**src/fixcode_pkg.sv**
```systemverilog
// Constants shared by the fixed-code write command handler
// Contract
// - Frame bytes 0-7 hold control, 1Fh, type, length
// - Data from byte 8, count equals length field
// - Response echoes control, 1Fh, status, reply counter
// - Response bytes 6-7 return length, high first
// - Exactly one write attempt, no retry
// - Type 30h 32h writes a permanent code
// - Type 31h 31h writes an overwritable code
// - Second family needs length 7, type 35h 32h
// - Compatible code occupies first 8 tag bytes
// - Type 50 read returns native 4-byte code
// - No read-back verification after the write
package fixcode_pkg;
	// Register byte offsets
	localparam logic [5:0] ADR_CTRL = 6'h00;
	localparam logic [5:0] ADR_STAT = 6'h04;
	localparam logic [5:0] ADR_TTYPE = 6'h08;
	localparam logic [5:0] ADR_FIXRD = 6'h0C;
	localparam logic [5:0] ADR_CMD0 = 6'h10;
	localparam logic [5:0] ADR_CMD3 = 6'h1C;
	localparam logic [5:0] ADR_RSP0 = 6'h20;
	localparam logic [5:0] ADR_RSP1 = 6'h24;
	// Control and status bit positions
	localparam int CTRL_START = 0;
	localparam int CTRL_CLR = 1;
	localparam int STAT_BUSY = 0;
	localparam int STAT_DONE = 1;
	localparam int STAT_CODE = 8;
	// Frame layout
	localparam logic [7:0] CMD_CODE = 8'h1F;
	localparam int FRM_BYTES = 16;
	localparam int DATA_BASE = 8;
	localparam int MAX_DATA = 8;
	localparam logic [15:0] LEN_MIN = 16'h0001;
	localparam logic [15:0] LEN_MAX = 16'h0008;
	// Code types and lengths per family
	localparam logic [15:0] TYPE_LOCK = 16'h3032;
	localparam logic [15:0] TYPE_REWR = 16'h3131;
	localparam logic [15:0] TYPE_COMPAT = 16'h3532;
	localparam logic [15:0] TTYPE_50 = 16'h3530;
	localparam logic [15:0] FAM1_LEN = 16'h0005;
	localparam logic [15:0] FAM2_LEN = 16'h0007;
	localparam int FAM2_HEX = 3;
	localparam logic [3:0] COMPAT_SPAN = 4'h8;
	// Reset values
	localparam logic [15:0] TTYPE_RST = 16'h0000;
	localparam logic [7:0] RCNT_RST = 8'h00;
	// Status codes
	localparam logic [7:0] ST_OK = 8'h00;
	localparam logic [7:0] ST_BAD_FRAME = 8'h01;
	localparam logic [7:0] ST_BAD_TYPE = 8'h02;
	localparam logic [7:0] ST_BAD_DATA = 8'h03;
	localparam logic [7:0] ST_NO_SELECT = 8'h04;
	localparam logic [7:0] ST_WR_FAIL = 8'h05;
endpackage

```
**src/frame_if.sv**
```systemverilog
// Interface between the frame store and the frame checker
`timescale 1ns/10ps
interface frame_if;
	logic [15:0][7:0] frame;
	logic [15:0] tag_type;
	logic [7:0] status;
	logic ok;
	logic lock;
	logic compat;
	logic [3:0] span;
	modport store (output frame, output tag_type,
		input status, input ok, input lock, input compat, input span);
	modport check (input frame, input tag_type,
		output status, output ok, output lock, output compat, output span);
endinterface

```
**src/fixcode_check.sv**
```systemverilog
// Combinational checker of a fixed-code write command frame
`timescale 1ns/10ps
module fixcode_check (
	frame_if.check f
);
	logic [15:0] ftype;
	logic [15:0] flen;
	logic chars_ok;

	always_comb begin
		logic [7:0] c;
		c = 8'h00;
		ftype = {f.frame[4], f.frame[5]};
		flen = {f.frame[6], f.frame[7]};
		chars_ok = 1'b1;
		for (int i = 0; i < 7; i++) begin
			c = f.frame[fixcode_pkg::DATA_BASE + i];
			if (!(c >= 8'h30 && c <= 8'h39) &&
				!(i < fixcode_pkg::FAM2_HEX && c >= 8'h41 && c <= 8'h46)) begin
				chars_ok = 1'b0;
			end
		end
		f.status = fixcode_pkg::ST_OK;
		f.lock = 1'b0;
		f.compat = 1'b0;
		f.span = flen[3:0];
		if (f.frame[2] != fixcode_pkg::CMD_CODE || f.frame[1] != 8'h00 ||
			f.frame[3] != 8'h00) begin
			f.status = fixcode_pkg::ST_BAD_FRAME;
		end else if (flen < fixcode_pkg::LEN_MIN || flen > fixcode_pkg::LEN_MAX) begin
			f.status = fixcode_pkg::ST_BAD_FRAME;
		end else if (ftype == fixcode_pkg::TYPE_LOCK || ftype == fixcode_pkg::TYPE_REWR) begin
			f.lock = (ftype == fixcode_pkg::TYPE_LOCK);
			if (flen != fixcode_pkg::FAM1_LEN) begin
				f.status = fixcode_pkg::ST_BAD_TYPE;
			end
		end else if (ftype == fixcode_pkg::TYPE_COMPAT) begin
			f.compat = 1'b1;
			f.span = fixcode_pkg::COMPAT_SPAN;
			if (flen != fixcode_pkg::FAM2_LEN) begin
				f.status = fixcode_pkg::ST_BAD_TYPE;
			end else if (!chars_ok) begin
				f.status = fixcode_pkg::ST_BAD_DATA;
			end else if (f.tag_type != fixcode_pkg::TTYPE_50) begin
				f.status = fixcode_pkg::ST_NO_SELECT;
			end
		end else begin
			f.status = fixcode_pkg::ST_BAD_TYPE;
		end
		f.ok = (f.status == fixcode_pkg::ST_OK);
	end
endmodule // fixcode_check

```
**src/fixcode_cmd.sv**
```systemverilog
// Fixed-code single write command handler with Wishbone registers
`timescale 1ns/10ps
module fixcode_cmd (
	// Clock and reset
	input wire logic clk_i,
	input wire logic rst_i,
	// Wishbone slave
	input wire logic wb_cyc_i,
	input wire logic wb_stb_i,
	input wire logic wb_we_i,
	input wire logic [5:0] wb_adr_i,
	input wire logic [3:0] wb_sel_i,
	input wire logic [31:0] wb_dat_i,
	output logic [31:0] wb_dat_o,
	output logic wb_ack_o,
	// Read/write head
	output logic tag_wr_req_o,
	output logic [63:0] tag_code_o,
	output logic [3:0] tag_span_o,
	output logic tag_lock_o,
	output logic tag_compat_o,
	input wire logic tag_wr_done_i,
	input wire logic tag_wr_ok_i,
	input wire logic [31:0] tag_native_code_i,
	input wire logic [31:0] tag_compat_code_i
);
	typedef enum logic [1:0] {S_IDLE, S_CHECK, S_WRITE, S_RESP} st_t;

	typedef struct packed {
		st_t st;
		logic ack;
		logic [31:0] dat;
		logic [15:0][7:0] frame;
		logic [7:0][7:0] resp;
		logic [7:0] rcnt;
		logic [15:0] ttype;
		logic done;
		logic [7:0] stat;
		logic req;
		logic [7:0][7:0] code;
		logic [3:0] span;
		logic lock;
		logic compat;
	} state_t;

	state_t r;
	state_t n;
	frame_if fi ();

	assign fi.frame = r.frame;
	assign fi.tag_type = r.ttype;

	fixcode_check u_check (
		.f(fi.check)
	);

	logic access;
	logic wr;
	logic [31:0] rd;
	logic [1:0] widx;

	assign access = wb_cyc_i && wb_stb_i && !r.ack;
	assign wr = access && wb_we_i;
	assign widx = wb_adr_i[3:2];

	// Read mux; unmapped offsets read zero
	always_comb begin
		rd = 32'h0000_0000;
		case (wb_adr_i)
			fixcode_pkg::ADR_STAT: begin
				rd[fixcode_pkg::STAT_BUSY] = (r.st != S_IDLE);
				rd[fixcode_pkg::STAT_DONE] = r.done;
				rd[fixcode_pkg::STAT_CODE +: 8] = r.stat;
			end
			fixcode_pkg::ADR_TTYPE: begin
				rd[15:0] = r.ttype;
			end
			fixcode_pkg::ADR_FIXRD: begin
				if (r.ttype == fixcode_pkg::TTYPE_50) begin
					rd = tag_native_code_i;
				end else begin
					rd = tag_compat_code_i;
				end
			end
			fixcode_pkg::ADR_RSP0: begin
				rd = r.resp[3:0];
			end
			fixcode_pkg::ADR_RSP1: begin
				rd = r.resp[7:4];
			end
			default: begin
				if (wb_adr_i >= fixcode_pkg::ADR_CMD0 && wb_adr_i <= fixcode_pkg::ADR_CMD3) begin
					rd = r.frame[widx * 4 +: 4];
				end
			end
		endcase
	end

	always_comb begin
		n = r;
		n.ack = access;
		if (access && !wb_we_i) begin
			n.dat = rd;
		end
		// Frame is frozen while a command runs, so the checked copy stays valid
		if (wr && r.st == S_IDLE && wb_adr_i >= fixcode_pkg::ADR_CMD0 &&
			wb_adr_i <= fixcode_pkg::ADR_CMD3) begin
			for (int b = 0; b < 4; b++) begin
				if (wb_sel_i[b]) begin
					n.frame[widx * 4 + b] = wb_dat_i[8 * b +: 8];
				end
			end
		end
		if (wr && wb_adr_i == fixcode_pkg::ADR_TTYPE && r.st == S_IDLE) begin
			if (wb_sel_i[0]) begin
				n.ttype[7:0] = wb_dat_i[7:0];
			end
			if (wb_sel_i[1]) begin
				n.ttype[15:8] = wb_dat_i[15:8];
			end
		end
		if (wr && wb_adr_i == fixcode_pkg::ADR_CTRL && wb_sel_i[0] &&
			wb_dat_i[fixcode_pkg::CTRL_CLR]) begin
			n.done = 1'b0;
		end
		case (r.st)
			S_IDLE: begin
				if (wr && wb_adr_i == fixcode_pkg::ADR_CTRL && wb_sel_i[0] &&
					wb_dat_i[fixcode_pkg::CTRL_START]) begin
					n.st = S_CHECK;
				end
			end
			S_CHECK: begin
				n.stat = fi.status;
				if (fi.ok) begin
					// Unused data bytes go out as zero
					for (int i = 0; i < fixcode_pkg::MAX_DATA; i++) begin
						n.code[i] = (i < int'(fi.span) && i < int'(r.frame[7])) ?
							r.frame[fixcode_pkg::DATA_BASE + i] : 8'h00;
					end
					n.span = fi.span;
					n.lock = fi.lock;
					n.compat = fi.compat;
					n.req = 1'b1;
					n.st = S_WRITE;
				end else begin
					n.st = S_RESP;
				end
			end
			S_WRITE: begin
				// One attempt only; result goes straight out, nothing is read back
				if (tag_wr_done_i) begin
					n.req = 1'b0;
					n.stat = tag_wr_ok_i ? fixcode_pkg::ST_OK : fixcode_pkg::ST_WR_FAIL;
					n.st = S_RESP;
				end
			end
			S_RESP: begin
				n.resp[0] = r.frame[0];
				n.resp[1] = 8'h00;
				n.resp[2] = fixcode_pkg::CMD_CODE;
				n.resp[3] = 8'h00;
				n.resp[4] = r.stat;
				n.resp[5] = r.rcnt + 8'h01;
				n.resp[6] = r.frame[6];
				n.resp[7] = r.frame[7];
				n.rcnt = r.rcnt + 8'h01;
				// Set beats a clear written in the same cycle
				n.done = 1'b1;
				n.st = S_IDLE;
			end
			default: begin
				n.st = S_IDLE;
			end
		endcase
	end

	always_ff @(posedge clk_i) begin
		if (rst_i) begin
			r <= '0;
			r.st <= S_IDLE;
			r.ttype <= fixcode_pkg::TTYPE_RST;
			r.rcnt <= fixcode_pkg::RCNT_RST;
			r.stat <= fixcode_pkg::ST_OK;
		end else begin
			r <= n;
		end
	end

	assign wb_ack_o = r.ack;
	assign wb_dat_o = r.dat;
	assign tag_wr_req_o = r.req;
	assign tag_code_o = r.code;
	assign tag_span_o = r.span;
	assign tag_lock_o = r.lock;
	assign tag_compat_o = r.compat;
endmodule // fixcode_cmd

```
**config.mk**
```make
export PLATFORM = sky130hd
export DESIGN_NAME = fixcode_cmd
export DESIGN_NICKNAME = d
export VERILOG_FILES = /design/src/fixcode_pkg.sv /design/src/frame_if.sv /design/src/fixcode_check.sv /design/src/fixcode_cmd.sv
export SDC_FILE = /design/constraint.sdc
export NUM_CORES = 1
export LEC_CHECK = 0
export BUFFER_PORTS_ARGS = -buffer_cell sky130_fd_sc_hd__buf_4
export CAP_MARGIN = 20
export CORE_UTILIZATION = 57
export CTS_CLUSTER_DIAMETER = 100
export DETAILED_ROUTE_END_ITERATION = 8
export PLACE_DENSITY_LB_ADDON = 0.05
export SLEW_MARGIN = 0
export SYNTH_ARGS = -nofsm -noshare
export SYNTH_HDL_FRONTEND = slang
export SYNTH_SLANG_ARGS = --single-unit
export TNS_END_PERCENT = 10
```
**constraint.sdc**
```tcl
create_clock -name clk_i -period 3.81 [get_ports clk_i]
set_clock_uncertainty 0.15 [all_clocks]
set_input_delay 0.9525 -clock clk_i [delete_from_list [all_inputs] [get_ports clk_i]]
set_output_delay 0.9525 -clock clk_i [all_outputs]
set_load 0.005 [all_outputs]
```
== Yosys cells after proc, flatten, opt, wreduce, memory -nomap -nowiden ==
Index checks and enable logic that the tools add are counted.

* Output and inout bits: 104
* Flip-flop bits (word level): 300
* Logic and storage cells: 255
* Input port bits: 113

* Mux-type cells: 69
* Shift-type cells: 8
* Order comparisons: 48
* Reductions and logical operators: 66
* Add/sub/neg operators: 4
* Equal/unequal tests: 19

{| class="wikitable"
|+ Operators by type and width
! cell !! number
|-
| two-way mux 128 bit || 7
|-
| bitwise mux 128 bit || 4
|-
| two-way mux 8 bit || 18
|-
| variable part select 16 x 5 -> 4 bit || 8
|-
| demux 8 bit (select 4 bit) || 3
|-
| two-way mux 71 bit || 1
|-
| equality test 16 x 14 -> 1 bit, second input constant || 4
|-
| two-way mux 32 bit || 2
|-
| case mux 16 bit (4 select lines) || 1
|-
| >= comparator 8 x 6 -> 1 bit, second input constant || 7
|-
| <= comparator 8 x 6 -> 1 bit, second input constant || 7
|-
| case mux 8 bit (5 select lines) || 1
|-
| logical AND 1 bit || 39
|-
| less-than comparator 3 x 8 -> 1 bit, first input constant || 4
|-
| inequality test 16 x 3 -> 1 bit, second input constant || 2
|-
| case mux 6 bit (5 select lines) || 1
|-
| >= comparator 8 x 7 -> 1 bit, second input constant || 3
|-
| <= comparator 8 x 7 -> 1 bit, second input constant || 3
|-
| case mux 9 bit (2 select lines) || 1
|-
| two-way mux 1 bit || 17
|-
| demux 8 bit (select 2 bit) || 1
|-
| greater-than comparator 16 x 4 -> 1 bit, second input constant || 1
|-
| less-than comparator 1 x 8 -> 1 bit, first input constant || 2
|-
| less-than comparator 16 x 1 -> 1 bit, second input constant || 1
|-
| other kinds (38) || 76
|}

== Logic depth before layout (Yosys ltp) ==
Gate-level depths: netlist (run 1).

* Word-level depth: 20
* Depth in mapped cells: 10
* Gate-level depth less buffers: 7

== By module ==
From an unflattened synthesis (run 1), not the netlist that was laid out.

* Cells, all modules: 1439
* Area total of the unflattened synthesis: 14179.8 µm²

{| class="wikitable"
|+ Modules (own cells, without submodules)
! module !! area each (µm²) !! instances !! sequential area each (µm²) !! cells each
|-
| fixcode_cmd || 13573.0 || 1 || 6005.8 || 1348
|-
| fixcode_check || 606.8 || 1 || 0.0 || 91
|}

== Worst setup path before layout (run 1) ==
OpenSTA, ideal clock, no wires.

* Path type: input port to flip-flop
* Start: input wb_adr_i[3]
* End: register r, in the netlist wb_dat_o[15]
* Data required time: 3532 ps
* Stages: 8
* Setup slack: 825 ps
* Path buffers: 3
* Setup time: 128 ps
* Arrival time: 2707 ps
* Path through: buf_2 buf_2 clkbuf_1 mux4_2 a222oi_1 o211ai_1 o21ai_0 nor2_1

* Longest elaborated chain between the ends: 4
* Elaborated cells on any way between the ends: 11
* Classes of those cells: order compare (2); eq/ne (5); shift (1); mux (2); reduce/logical (1)

{| class="wikitable"
|+ RTL lines
! element !! line !! text
|-
| start, declared || fixcode_cmd.sv:11 || <nowiki>input wire logic [5:0] wb_adr_i,</nowiki>
|-
| >= comparator 6 x 5 -> 1 bit / <= comparator 6 x 5 -> 1 bit (equally long branches) || fixcode_cmd.sv:92 || <nowiki>if (wb_adr_i >= fixcode_pkg::ADR_CMD0 && wb_adr_i <= fixcode_pkg::ADR_CMD3) begin</nowiki>
|-
| logical AND 1 bit || fixcode_cmd.sv:92 ||
|-
| two-way mux 32 bit || fixcode_cmd.sv:92 ||
|-
| case mux 8 bit (5 select lines) (*) || fixcode_cmd.sv:69 || <nowiki>case (wb_adr_i)</nowiki>
|-
| end signal, assigned || fixcode_cmd.sv:186 || <nowiki>r <= n;</nowiki>
|-
| end, declared || fixcode_cmd.sv:46 || <nowiki>state_t r;</nowiki>
|}

Mark *: on every way between the ends. The rest lies on a longest branch, timed or not.
A chain may end at the register's enable or synchronous reset.

== Worst setup path in the final report (run 1) ==
* Start: register r, in the netlist fi.tag_type[1]
* End: register r, in the netlist tag_code_o[63]

* Longest elaborated chain between the ends: 10

{| class="wikitable"
|+ RTL lines
! element !! line !! text
|-
| inequality test 16 x 14 -> 1 bit || fixcode_check.sv:44 || <nowiki>end else if (f.tag_type != fixcode_pkg::TTYPE_50) begin</nowiki>
|-
| two-way mux 3 bit || fixcode_check.sv:44 ||
|-
| two-way mux 8 bit || fixcode_check.sv:42 || <nowiki>end else if (!chars_ok) begin</nowiki>
|-
| two-way mux 8 bit || fixcode_check.sv:40 || <nowiki>if (flen != fixcode_pkg::FAM2_LEN) begin</nowiki>
|-
| two-way mux 8 bit || fixcode_check.sv:37 || <nowiki>end else if (ftype == fixcode_pkg::TYPE_COMPAT) begin</nowiki>
|-
| two-way mux 8 bit || fixcode_check.sv:32 || <nowiki>end else if (ftype == fixcode_pkg::TYPE_LOCK || ftype == fixcode_pkg::TYPE_REWR) begin</nowiki>
|-
| two-way mux 8 bit || fixcode_check.sv:30 || <nowiki>end else if (flen < fixcode_pkg::LEN_MIN || flen > fixcode_pkg::LEN_MAX) begin</nowiki>
|-
| two-way mux 8 bit || fixcode_check.sv:27 || <nowiki>if (f.frame[2] != fixcode_pkg::CMD_CODE || f.frame[1] != 8'h00 ||</nowiki>
|-
| logical NOT 8 bit || fixcode_check.sv:50 || <nowiki>f.ok = (f.status == fixcode_pkg::ST_OK);</nowiki>
|-
| AND reduction 2 bit (no source line) || n/a ||
|}

Every way passes these cells.

==> flow_metrics.py, run 1 <==
metrics = {
    "clock_tree": {
        "htreeDepth": 1,
        "cts_root_buffer": "clkbuf_16",
        "cts_hold_buf": 0,
        "numCtsBuffers": 30,
        "clk_pin_slew_ns": 0.06,
        "cts_max_path_buffers": 3,
        "post_cts_buffers": 0,
        "clock-sinks": 290,
        "cts_resized": 0,
        "cts_tree": "done",
        "clk_latency_ns": 0.56,
    },
    "final_layout": {
        "layoutNonFillerInstCount": 1964,
        "drive_gt1_share_pct": 22.1,
        "n_antenna_cell": 0,
        "area_growth_syn_to_layout_pct": 15.2,
        "postLayoutCoreUtil_pct": 67.0,
        "mostFrequentLayoutCell": "dfxtp_1",
        "nets": 1745,
        "mostFrequentLayoutCells": "dfxtp_1, buf_4, nand2_1, a21oi_1, nand3_1",
    },
    "worst_setup_path": {
        "arrival_ns": 3.52,
        "required_ns": 4.11,
        "critical_path.max_fanout": 46,
        "critPathKind": "flip-flop to flip-flop",
        "cp_slowest_cell": "nor4_1",
        "end_kind": "flip-flop",
        "slowest_delay_ns": 0.69,
        "crit_start": "fi.tag_type[1]",
        "r2r-start": "fi.tag_type[1]",
        "crit_family": "simple AND/OR/NAND/NOR gates",
        "path_common_cell": "nor4_1",
        "start_kind": "flip-flop",
        "crit_chain": "nor4_1 > nand4_1 > nor4_1 > a41oi_4 > or2_1 > buf_4 > and3_1",
        "rrSetupSlack_ns": 0.58,
        "crit_buf_inv": 1,
        "regToRegEndpoint": "tag_code_o[63]",
        "reg2reg_depth": 7,
    },
    "run_status": {
        "status": "complete, no violations",
    },
    "sta": {
        "max_slew_margin_pct": 30.2,
        "tightest_slew_ns": 1.05,
        "maxSlewViolCount": 0,
        "worst_hold_slack_ns": 0.306,
        "fin_crit_ns": 3.23,
        "fin_ws_ns": 0.585,
        "finalSetupViolations": 0,
        "post-route-period-util_pct": 84.7,
        "rsz0062_at_grt": "false",
        "final_hold_viol_count": 0,
        "fmax_ghz": 0.310,
        "finalSetupTns_ns": 0,
    },
    "die": {
        "io_pins": 217,
        "die_w_um": 157,
        "start_util_pct": 58.2,
        "num_rows": 56,
        "dieArea_um2": 24600,
        "die_h_um": 157,
        "core_area_um2": 23500,
    },
    "placement": {
        "hpwl_mm": 31.5,
        "gp_congestion": 0.976,
        "dp_cells": 1913,
        "post-place-ws_ns": 0.255,
        "io_buffers": 216,
    },
    "detailed_routing": {
        "ant_nets": 0,
        "dr.pass1.iters": 6,
        "wl_per_cell_um": 22.6,
        "drt_iter0_drc": 1687,
        "wl_mm": 44.3,
        "vias_per_cell": 6.39,
        "drc": 0,
        "vias": 12550,
    },
    "pwr": {
        "power.density_nw_per_um2": 416,
        "p_switching_mw": 1.51,
        "leakage_nw": 5.88,
        "internal-power_mw": 5.06,
        "p_sw_share_pct": 23.0,
        "seq_power_share_pct": 47.1,
        "vdd_drop_max_mv": 0.344,
        "comb_power_share_pct": 7.1,
        "clkPwrFrac_pct": 45.8,
    },
    "min_path": {
        "hold_start": "fi.frame[121]",
        "hold_depth": 2,
        "min_path_type": "flip-flop to flip-flop",
        "min_to": "fi.frame[121]",
    },
    "grt": {
        "antenna_found_initial": 0,
        "grt_pass1_vias": 11335,
        "grt_pass1_wl_mm": 66.5,
        "grt_max_degree": 73,
        "gr-total-overflow": 0,
        "gr-usage-all-layers_pct": 35.3,
    },
    "flow_run": {
        "cap_violations": 0,
    },
    "synth": {
        "yosysUniqueCellTypes": 57,
        "synth-edff-count": 0,
        "seq_area_frac_synth_pct": 42.4,
        "synth_ff_type": "dfxtp_1",
        "ys_warn_count": 0,
        "ys_async_sr_fraction_pct": 0,
        "syn_area_um2": 13700,
        "syn_nets": 1684,
        "ys_seq_elements": 290,
        "netlist_instances": 1565,
        "synth.avg_cell_area_um2": 8.75,
    },
}
==> cell usage after synthesis (16+ instances only) <==
master    count  area (um2)
a21oi_1     146         731
a222oi_1     22         220
a22oi_1      16         120
and3_1       20         125
buf_4       100         751
clkbuf_1     94         353
dfxtp_1     290        5810
mux2_2       16         180
mux2i_1      64         641
mux4_2       32         721
nand2_1     208         781
nand3_1     136         681
nand4_1      18         113
nor2_1       93         349
o211ai_1     52         390
o21ai_0      44         220
o21ai_1      41         205
==> state kept, by name, summed over array words and instances, names as in the netlist <==
name,count
tag_compat_o,1
r,42
tag_wr_req_o,1
fi.frame,128
tag_lock_o,1
fi.tag_type,16
tag_span_o,4
tag_code_o,64
wb_dat_o,32
wb_ack_o,1
==> routing by layer <==
layer  wire, um  global-route usage (%)
met3       4820                    6.28
met5          0                       0
met1      18200                    49.6
met4       1540                    11.6
met2      19700                    54.8
==> cell type report <==
type | count | area [um2]
fillers | 1974 | 7770
well taps | 319 | 399
repair buffers | 251 | 1890
clock inverters | 9 | 120
inverters | 6 | 22.5
multi-input cells | 1047 | 6650
flip-flops and latches | 290 | 5810
clock buffers | 42 | 887
==> how the worst max path moves through the flow <==
stage	end	slack [ns]	cells past startpoint
after detailed placement	fi.tag_type[0]	0.25	7
after global placement	fi.frame[110]	0.30	8
after CTS	tag_code_o[54]	0.67	7
final	tag_code_o[63]	0.58	7
after floorplan	wb_dat_o[15]	0.83	8
after global routing	tag_compat_o	0.42	7
==> power groups by stage <==
stage,clock network (mW),registers (mW),logic [mW]
after CTS,3.02,3.09,0.461
after global placement,0,3.16,0.453
after global routing,3.14,3.09,0.503
final,3.01,3.09,0.469
after floorplan,0,3.15,0.266
after detailed placement,0,3.16,0.459
==> kinds of logic (layout without fill, tap and decap cells) <==
group | count (synthesis) | after routing | share of synthesized area, %
buffers and inverters | 228 | 308 | 9.27
adder cells (fa/ha/maj) | 6 | 6 | 0.548
AO/OA/AOI/OAI | 370 | 370 | 16.9
multiplexers | 112 | 112 | 11.3
XOR/XNOR | 6 | 6 | 0.384
flip-flops | 290 | 290 | 42.4
AND/OR/NAND/NOR | 553 | 553 | 19.3
==> through the flow <==
step / power, mW / area [um2]
final: 6.57 / 15800
after global routing: 6.74 / 15800
after CTS: 6.57 / 15800
after detailed placement: 3.62 / 14800
after global placement: 3.61 / 14800
after floorplan: 3.41 / 13700
==> worst reg2reg max path: stages, from the launching register on <==
cell,delay (ns)
dfxtp_1,0.34
nor4_1,0.48
nand4_1,0.31
nor4_1,0.69
a41oi_4,0.18
or2_1,0.37
buf_4,0.33
and3_1,0.26
(Power assumes the default switching activity.)
==> run 2: changes to the inputs <==
Settings changed: ABC_AREA set to 1, CORE_UTILIZATION 57 to 52.
Clock period 3.81 ns to 2.9 ns, I/O delays scaled along.
==> run 2 against run 1 <==
Compared with the run above:
- sequential share of layout area fell by 0.59 points
- global-route usage fell by 5.0 points
- clock power grew 49%
- largest power group is now the clock network
- highest routed layer unchanged
- critical path depth is 5 higher
- flip-flop and latch count stayed put
==> flow_metrics.py, run 2 <==
metrics = {
    "placement": {
        "hpwl_mm": 29.9,
        "io_buffers": 216,
        "post-place-ws_ns": 0.0476,
        "gp_congestion": 0.915,
        "dp_cells": 2268,
    },
    "synth": {
        "synthDominantCellAreaShare_pct": 42.5,
        "syn_area_um2": 13700,
        "synth_ff_type": "dfxtp_1",
        "synth.avg_cell_area_um2": 7.23,
        "ys_seq_elements": 290,
        "syn_nets": 2009,
        "seq_area_frac_synth_pct": 42.5,
        "synth-edff-count": 0,
        "ys_warn_count": 0,
        "ys_async_sr_fraction_pct": 0,
        "yosysUniqueCellTypes": 43,
        "yosysMostFrequentCell": "dfxtp_1",
        "yosys-top-cells-area": "dfxtp_1, o21ai_0, a21oi_1",
        "yosysTopAreaCell": "dfxtp_1",
        "synthTopCellsByCount": "dfxtp_1, o21ai_0, nand2_1",
        "netlist_instances": 1890,
    },
    "pwr": {
        "p_sw_share_pct": 23.8,
        "internal-power_mw": 7.10,
        "power.density_nw_per_um2": 581,
        "comb_power_share_pct": 7.4,
        "leakage_nw": 6.38,
        "seq_power_share_pct": 44.6,
        "p_switching_mw": 2.21,
        "vdd_drop_max_mv": 0.450,
        "clkPwrFrac_pct": 48.1,
    },
    "final_layout": {
        "largest_register_ffs": 128,
        "mostFrequentLayoutCell": "dfxtp_1",
        "layoutNonFillerInstCount": 2329,
        "mostFrequentLayoutCells": "dfxtp_1, o21ai_0, nand2_1, buf_4, inv_1",
        "fill_cells": 2402,
        "nets": 2093,
        "drive_gt1_share_pct": 17.3,
        "area_growth_syn_to_layout_pct": 17.3,
        "n_antenna_cell": 0,
    },
    "clock_tree": {
        "post_cts_buffers": 0,
        "cts_root_buffer": "clkbuf_16",
        "cts_max_path_buffers": 3,
        "clk_latency_ns": 0.51,
        "cts_tree": "done",
        "clock-sinks": 290,
        "numCtsBuffers": 34,
        "cts_resized": 0,
        "clk_pin_slew_ns": 0.06,
        "htreeDepth": 2,
        "cts_hold_buf": 0,
    },
    "sta": {
        "rsz0062_at_grt": "false",
        "fin_ws_ns": 0.352,
        "max_slew_margin_pct": 63.8,
        "fin_crit_ns": 2.55,
        "tightest_slew_ns": 0.537,
        "finalSetupTns_ns": 0,
        "fmax_ghz": 0.393,
        "finalSetupViolations": 0,
        "post-route-period-util_pct": 87.8,
        "final_hold_viol_count": 0,
        "maxSlewViolCount": 0,
    },
    "worst_setup_path": {
        "start_kind": "flip-flop",
        "crit_buf_inv": 1,
        "critPathKind": "flip-flop to flip-flop",
        "crit_family": "simple AND/OR/NAND/NOR gates",
        "required_ns": 3.17,
        "critical_path.max_fanout": 45,
        "cp_slowest_cell": "dfxtp_1",
        "path_common_cell": "nand2_1",
        "crit_chain": "o21ai_0 > nand2_1 > nor2_1 > nand2_1 > nor2_1 > nand2_1 > a21oi_2 > nand3_2 > nor2_4 > buf_12 > nand3_1 > a21oi_1",
        "end_kind": "flip-flop",
        "arrival_ns": 2.82,
        "slowest_delay_ns": 0.34,
    },
    "detailed_routing": {
        "vias_per_cell": 5.51,
        "wl_per_cell_um": 17.5,
        "drt_iter0_drc": 1122,
        "ant_nets": 0,
        "dr.pass1.iters": 5,
        "vias": 12828,
        "drc": 0,
        "wl_mm": 40.8,
    },
    "run_status": {
        "status": "complete, no violations",
    },
    "die": {
        "num_rows": 58,
        "die_h_um": 164,
        "io_pins": 217,
        "core_area_um2": 25500,
        "dieArea_um2": 26900,
        "die_w_um": 164,
        "start_util_pct": 53.7,
    },
    "grt": {
        "gr-total-overflow": 0,
        "grt_pass1_vias": 11569,
        "antenna_found_initial": 0,
        "grt_pass1_wl_mm": 63.3,
        "grt_max_degree": 92,
        "gr-usage-all-layers_pct": 30.3,
    },
    "flow_run": {
        "cap_violations": 0,
    },
    "min_path": {
        "min_path_type": "flip-flop to flip-flop",
    },
}
-- run 2: cell count changes after synthesis, moves of 18 or more --
cell | before | now
mux2i_1 | 64 | 0
o22ai_1 | 3 | 24
o21ai_0 | 44 | 257
a22oi_1 | 16 | 34
nand3_1 | 136 | 43
nor2_1 | 93 | 211
o211ai_1 | 52 | 18
a222oi_1 | 22 | 0
nand2_1 | 208 | 245
mux4_2 | 32 | 0
a21oi_1 | 146 | 214
inv_1 | 6 | 221
and3_1 | 20 | 0
-- run 2: layer usage --
layer  global-route usage [%]  wire length, um  vias up
met4                     6.90              700        0
met3                     4.75             3530       56
met5                        0                0        -
li1                         -                -     6359
met1                     45.4            19200     5882
met2                     45.3            17300      531
-- run 2: layout make-up --
cell class                      instances  area, um2  area share (%)
Multi-Input combinational cell       1165       5780            36.1
Timing Repair Buffer                  250       1960            12.3
Inverter                              233        882            5.50
Sequential cell                       290       5810            36.2
Tap cell                              330        413            2.58
Clock inverter                         18        208            1.30
Clock buffer                           43        976            6.09
-- run 2: final timing paths --
| path | slack (ns) | endpoint | cells past startpoint | start |
|---|---|---|---|---|
| setup / recovery | 0.35 | tag_code_o[50] | 12 | fi.frame[89] |
| hold / removal | 0.29 | tag_code_o[61] | 2 | tag_code_o[61] |
| setup reg to reg | 0.35 | tag_code_o[50] | 12 | fi.frame[89] |
| hold reg to reg | 0.29 | tag_code_o[61] | 2 | tag_code_o[61] |
-- run 2: cells by family (layout without fill, tap and decap cells) --
kind of cell,after synthesis,in the layout,synth area share [%]
xor+xnor,1,1,0.0641
compound gates,622,622,25.1
simple gates,536,536,16.5
buf+inv,435,544,15.3
fa+ha+maj,6,6,0.549
flops,290,290,42.5
-- run 2: tightest hold or removal path, stage by stage, from the launching register on --
cell and delay, ns:
dfxtp_1 0.31, nand2_1 0.06, nor2_1 0.03
-- run 2: per-stage QoR --
step	util (%)	instance area, um2	hold slack [ns]	power (mW)
after detailed placement	58.3	14800	0.279	4.91
after CTS	62.9	16000	0.290	9.35
final	62.9	16000	0.288	9.32
after global routing	62.9	16000	0.299	9.62
after floorplan	-	13700	0.267	4.60
after global placement	58.3	14800	0.275	4.90
-- run 2: power by group through the flow --
stage / clock network [mW] / registers [mW] / logic, mW
finish: 4.48 / 4.15 / 0.688
detailed placement: 0 / 4.23 / 0.675
CTS: 4.52 / 4.15 / 0.681
global placement: 0 / 4.23 / 0.668
floorplan: 0 / 4.21 / 0.387
global route: 4.70 / 4.16 / 0.760
==> run 3: changes to the inputs <==
Settings changed: PLACE_DENSITY_LB_ADDON 0.05 to 0.3.
==> run 3 against run 2 <==
Compared with the run above:
- sequential share of layout area grew 0.43 points
- clock power shrank 6.7%
- critical path depth grew 3
- maximum frequency shrank 6.4%
- global-route usage shrank 0.64 points
- total power shrank 3.2%
- utilization shrank 0.74 points
- via count shrank 0.28%
- sequential power is essentially flat
- count of clock-buffer cells in the layout shrank 7
- first-iteration DRC count grew 13%
- die area is the same
==> flow_metrics.py, run 3 (synthesized netlist as in run 2, its figures left out) <==
metrics = {
    "placement": {
        "io_buffers": 216,
        "hpwl_mm": 29.6,
        "gp_congestion": 0.925,
        "post-place-ws_ns": 0.0577,
    },
    "detailed_routing": {
        "vias": 12792,
        "wl_per_cell_um": 17.6,
        "dr.pass1.iters": 8,
        "wl_mm": 40.6,
        "vias_per_cell": 5.53,
        "drt_iter0_drc": 1271,
        "ant_nets": 0,
        "drc": 0,
    },
    "clock_tree": {
        "clock-sinks": 290,
        "cts_root_buffer": "clkbuf_16",
        "cts_resized": 0,
        "numCtsBuffers": 30,
        "cts_max_path_buffers": 3,
        "clk_latency_ns": 0.55,
        "cts_tree": "done",
        "htreeDepth": 1,
        "cts_hold_buf": 0,
        "post_cts_buffers": 0,
        "clk_pin_slew_ns": 0.06,
    },
    "sta": {
        "finalSetupViolations": 0,
        "fmax_ghz": 0.367,
        "tightest_slew_ns": 0.727,
        "finalSetupTns_ns": 0,
        "post-route-period-util_pct": 93.9,
        "fin_ws_ns": 0.177,
        "final_hold_viol_count": 0,
        "fin_crit_ns": 2.72,
        "rsz0062_at_grt": "false",
        "max_slew_margin_pct": 51.6,
        "maxSlewViolCount": 0,
        "worst_hold_slack_ns": 0.287,
    },
    "final_layout": {
        "regArea_um2": 5810,
        "n_antenna_cell": 0,
        "mostFrequentLayoutCell": "dfxtp_1",
        "multi_input_area_um2": 5780,
        "drive_gt1_share_pct": 16.5,
        "area_growth_syn_to_layout_pct": 15.9,
        "largest_register_ffs": 128,
        "fill_cells": 2323,
        "mostFrequentLayoutCells": "dfxtp_1, o21ai_0, nand2_1, buf_4, inv_1",
        "nets": 2081,
    },
    "grt": {
        "grt_pass1_vias": 11710,
        "gr-usage-all-layers_pct": 29.7,
        "grt_pass1_wl_mm": 63.0,
        "grt_max_degree": 104,
        "antenna_found_initial": 0,
        "gr-total-overflow": 0,
    },
    "pwr": {
        "internal-power_mw": 6.90,
        "vdd_drop_max_mv": 0.383,
        "power.density_nw_per_um2": 569,
        "leakage_nw": 6.27,
        "clkPwrFrac_pct": 46.4,
        "comb_power_share_pct": 7.6,
        "p_switching_mw": 2.12,
        "seq_power_share_pct": 46.0,
        "p_sw_share_pct": 23.5,
    },
    "die": {
        "die_w_um": 164,
        "dieArea_um2": 26900,
        "num_rows": 58,
        "die_h_um": 164,
        "io_pins": 217,
        "core_area_um2": 25500,
        "start_util_pct": 53.7,
    },
    "worst_setup_path": {
        "arrival_ns": 2.97,
        "reg2reg_depth": 15,
        "required_ns": 3.15,
        "end_kind": "flip-flop",
        "critical_path.max_fanout": 73,
        "start_kind": "flip-flop",
        "critPathKind": "flip-flop to flip-flop",
        "rrSetupSlack_ns": 0.18,
    },
    "run_status": {
        "status": "complete, no violations",
    },
    "min_path": {
        "hold_depth": 2,
        "min_path_type": "flip-flop to flip-flop",
    },
    "flow_run": {
        "cap_violations": 0,
    },
}
==> run 3: cell types whose count changed in the layout (fill, tap and decap cells not counted), moves of 2 or more <==
cell	change
buf_4	-7
clkbuf_16	-4
clkbuf_8	-4
clkinv_2	-3
bufinv_16	+2
==> run 3: final timing paths <==
kind                                      from        endpoint
worst max-delay path             fi.frame[102]  tag_code_o[44]
worst max register to register   fi.frame[102]  tag_code_o[44]
worst min-delay path            tag_code_o[46]  tag_code_o[46]
worst min register to register  tag_code_o[46]  tag_code_o[46]
==> run 3: power groups by stage <==
stage / combinational (mW) / clock, mW / sequential [mW]
2_1_floorplan: 0.387 / 0 / 4.21
3_3_place_gp: 0.657 / 0 / 4.23
3_5_place_dp: 0.671 / 0 / 4.23
4_1_cts: 0.676 / 4.20 / 4.15
5_1_grt: 0.751 / 4.38 / 4.16
6_report: 0.686 / 4.18 / 4.15
==> run 3: through the flow <==
| stage | cell area (um2) | util (%) | power (mW) | instances |
|---|---|---|---|---|
| final | 15800 | 62.2 | 9.02 | 2312 |
| after global routing | 15800 | 62.2 | 9.29 | 2312 |
| after CTS | 15800 | 62.2 | 9.03 | 2312 |
| after detailed placement | 14800 | 58.0 | 4.90 | 2260 |
| after global placement | 14800 | 58.0 | 4.89 | 2260 |
| after floorplan | 13700 | - | 4.60 | 1890 |
==> run 3: layer usage <==
| metal | share of wire [%] | global-route usage, % |
|---|---|---|
| met4 | 2.8 | 9.30 |
| met5 | 0 | 0 |
| met2 | 42 | 44.4 |
| met3 | 9.8 | 4.67 |
| met1 | 45 | 43.4 |
==> run 3: critical path, cell delays in order (launching register included) <==
cell and delay, ns:
dfxtp_1 0.33, inv_1 0.18, nand2_1 0.07, nor2_1 0.17, nand2_1 0.09, nor2_1 0.16, nand2_1 0.07, nor2_1 0.17
nand2_1 0.09, a21oi_2 0.20, nand3_2 0.13, nor2_4 0.13, buf_12 0.25, nand2_1 0.17, o21ai_0 0.12, nor2_1 0.06
==> run 3: final cells by class <==
cell class	count	area share (%)
flip-flops and latches	290	36.6
multi-input cells	1165	36.5
inverters	233	5.57
clock inverters	16	1.55
clock buffers	36	5.20
repair buffers	242	11.9
well taps	330	2.61
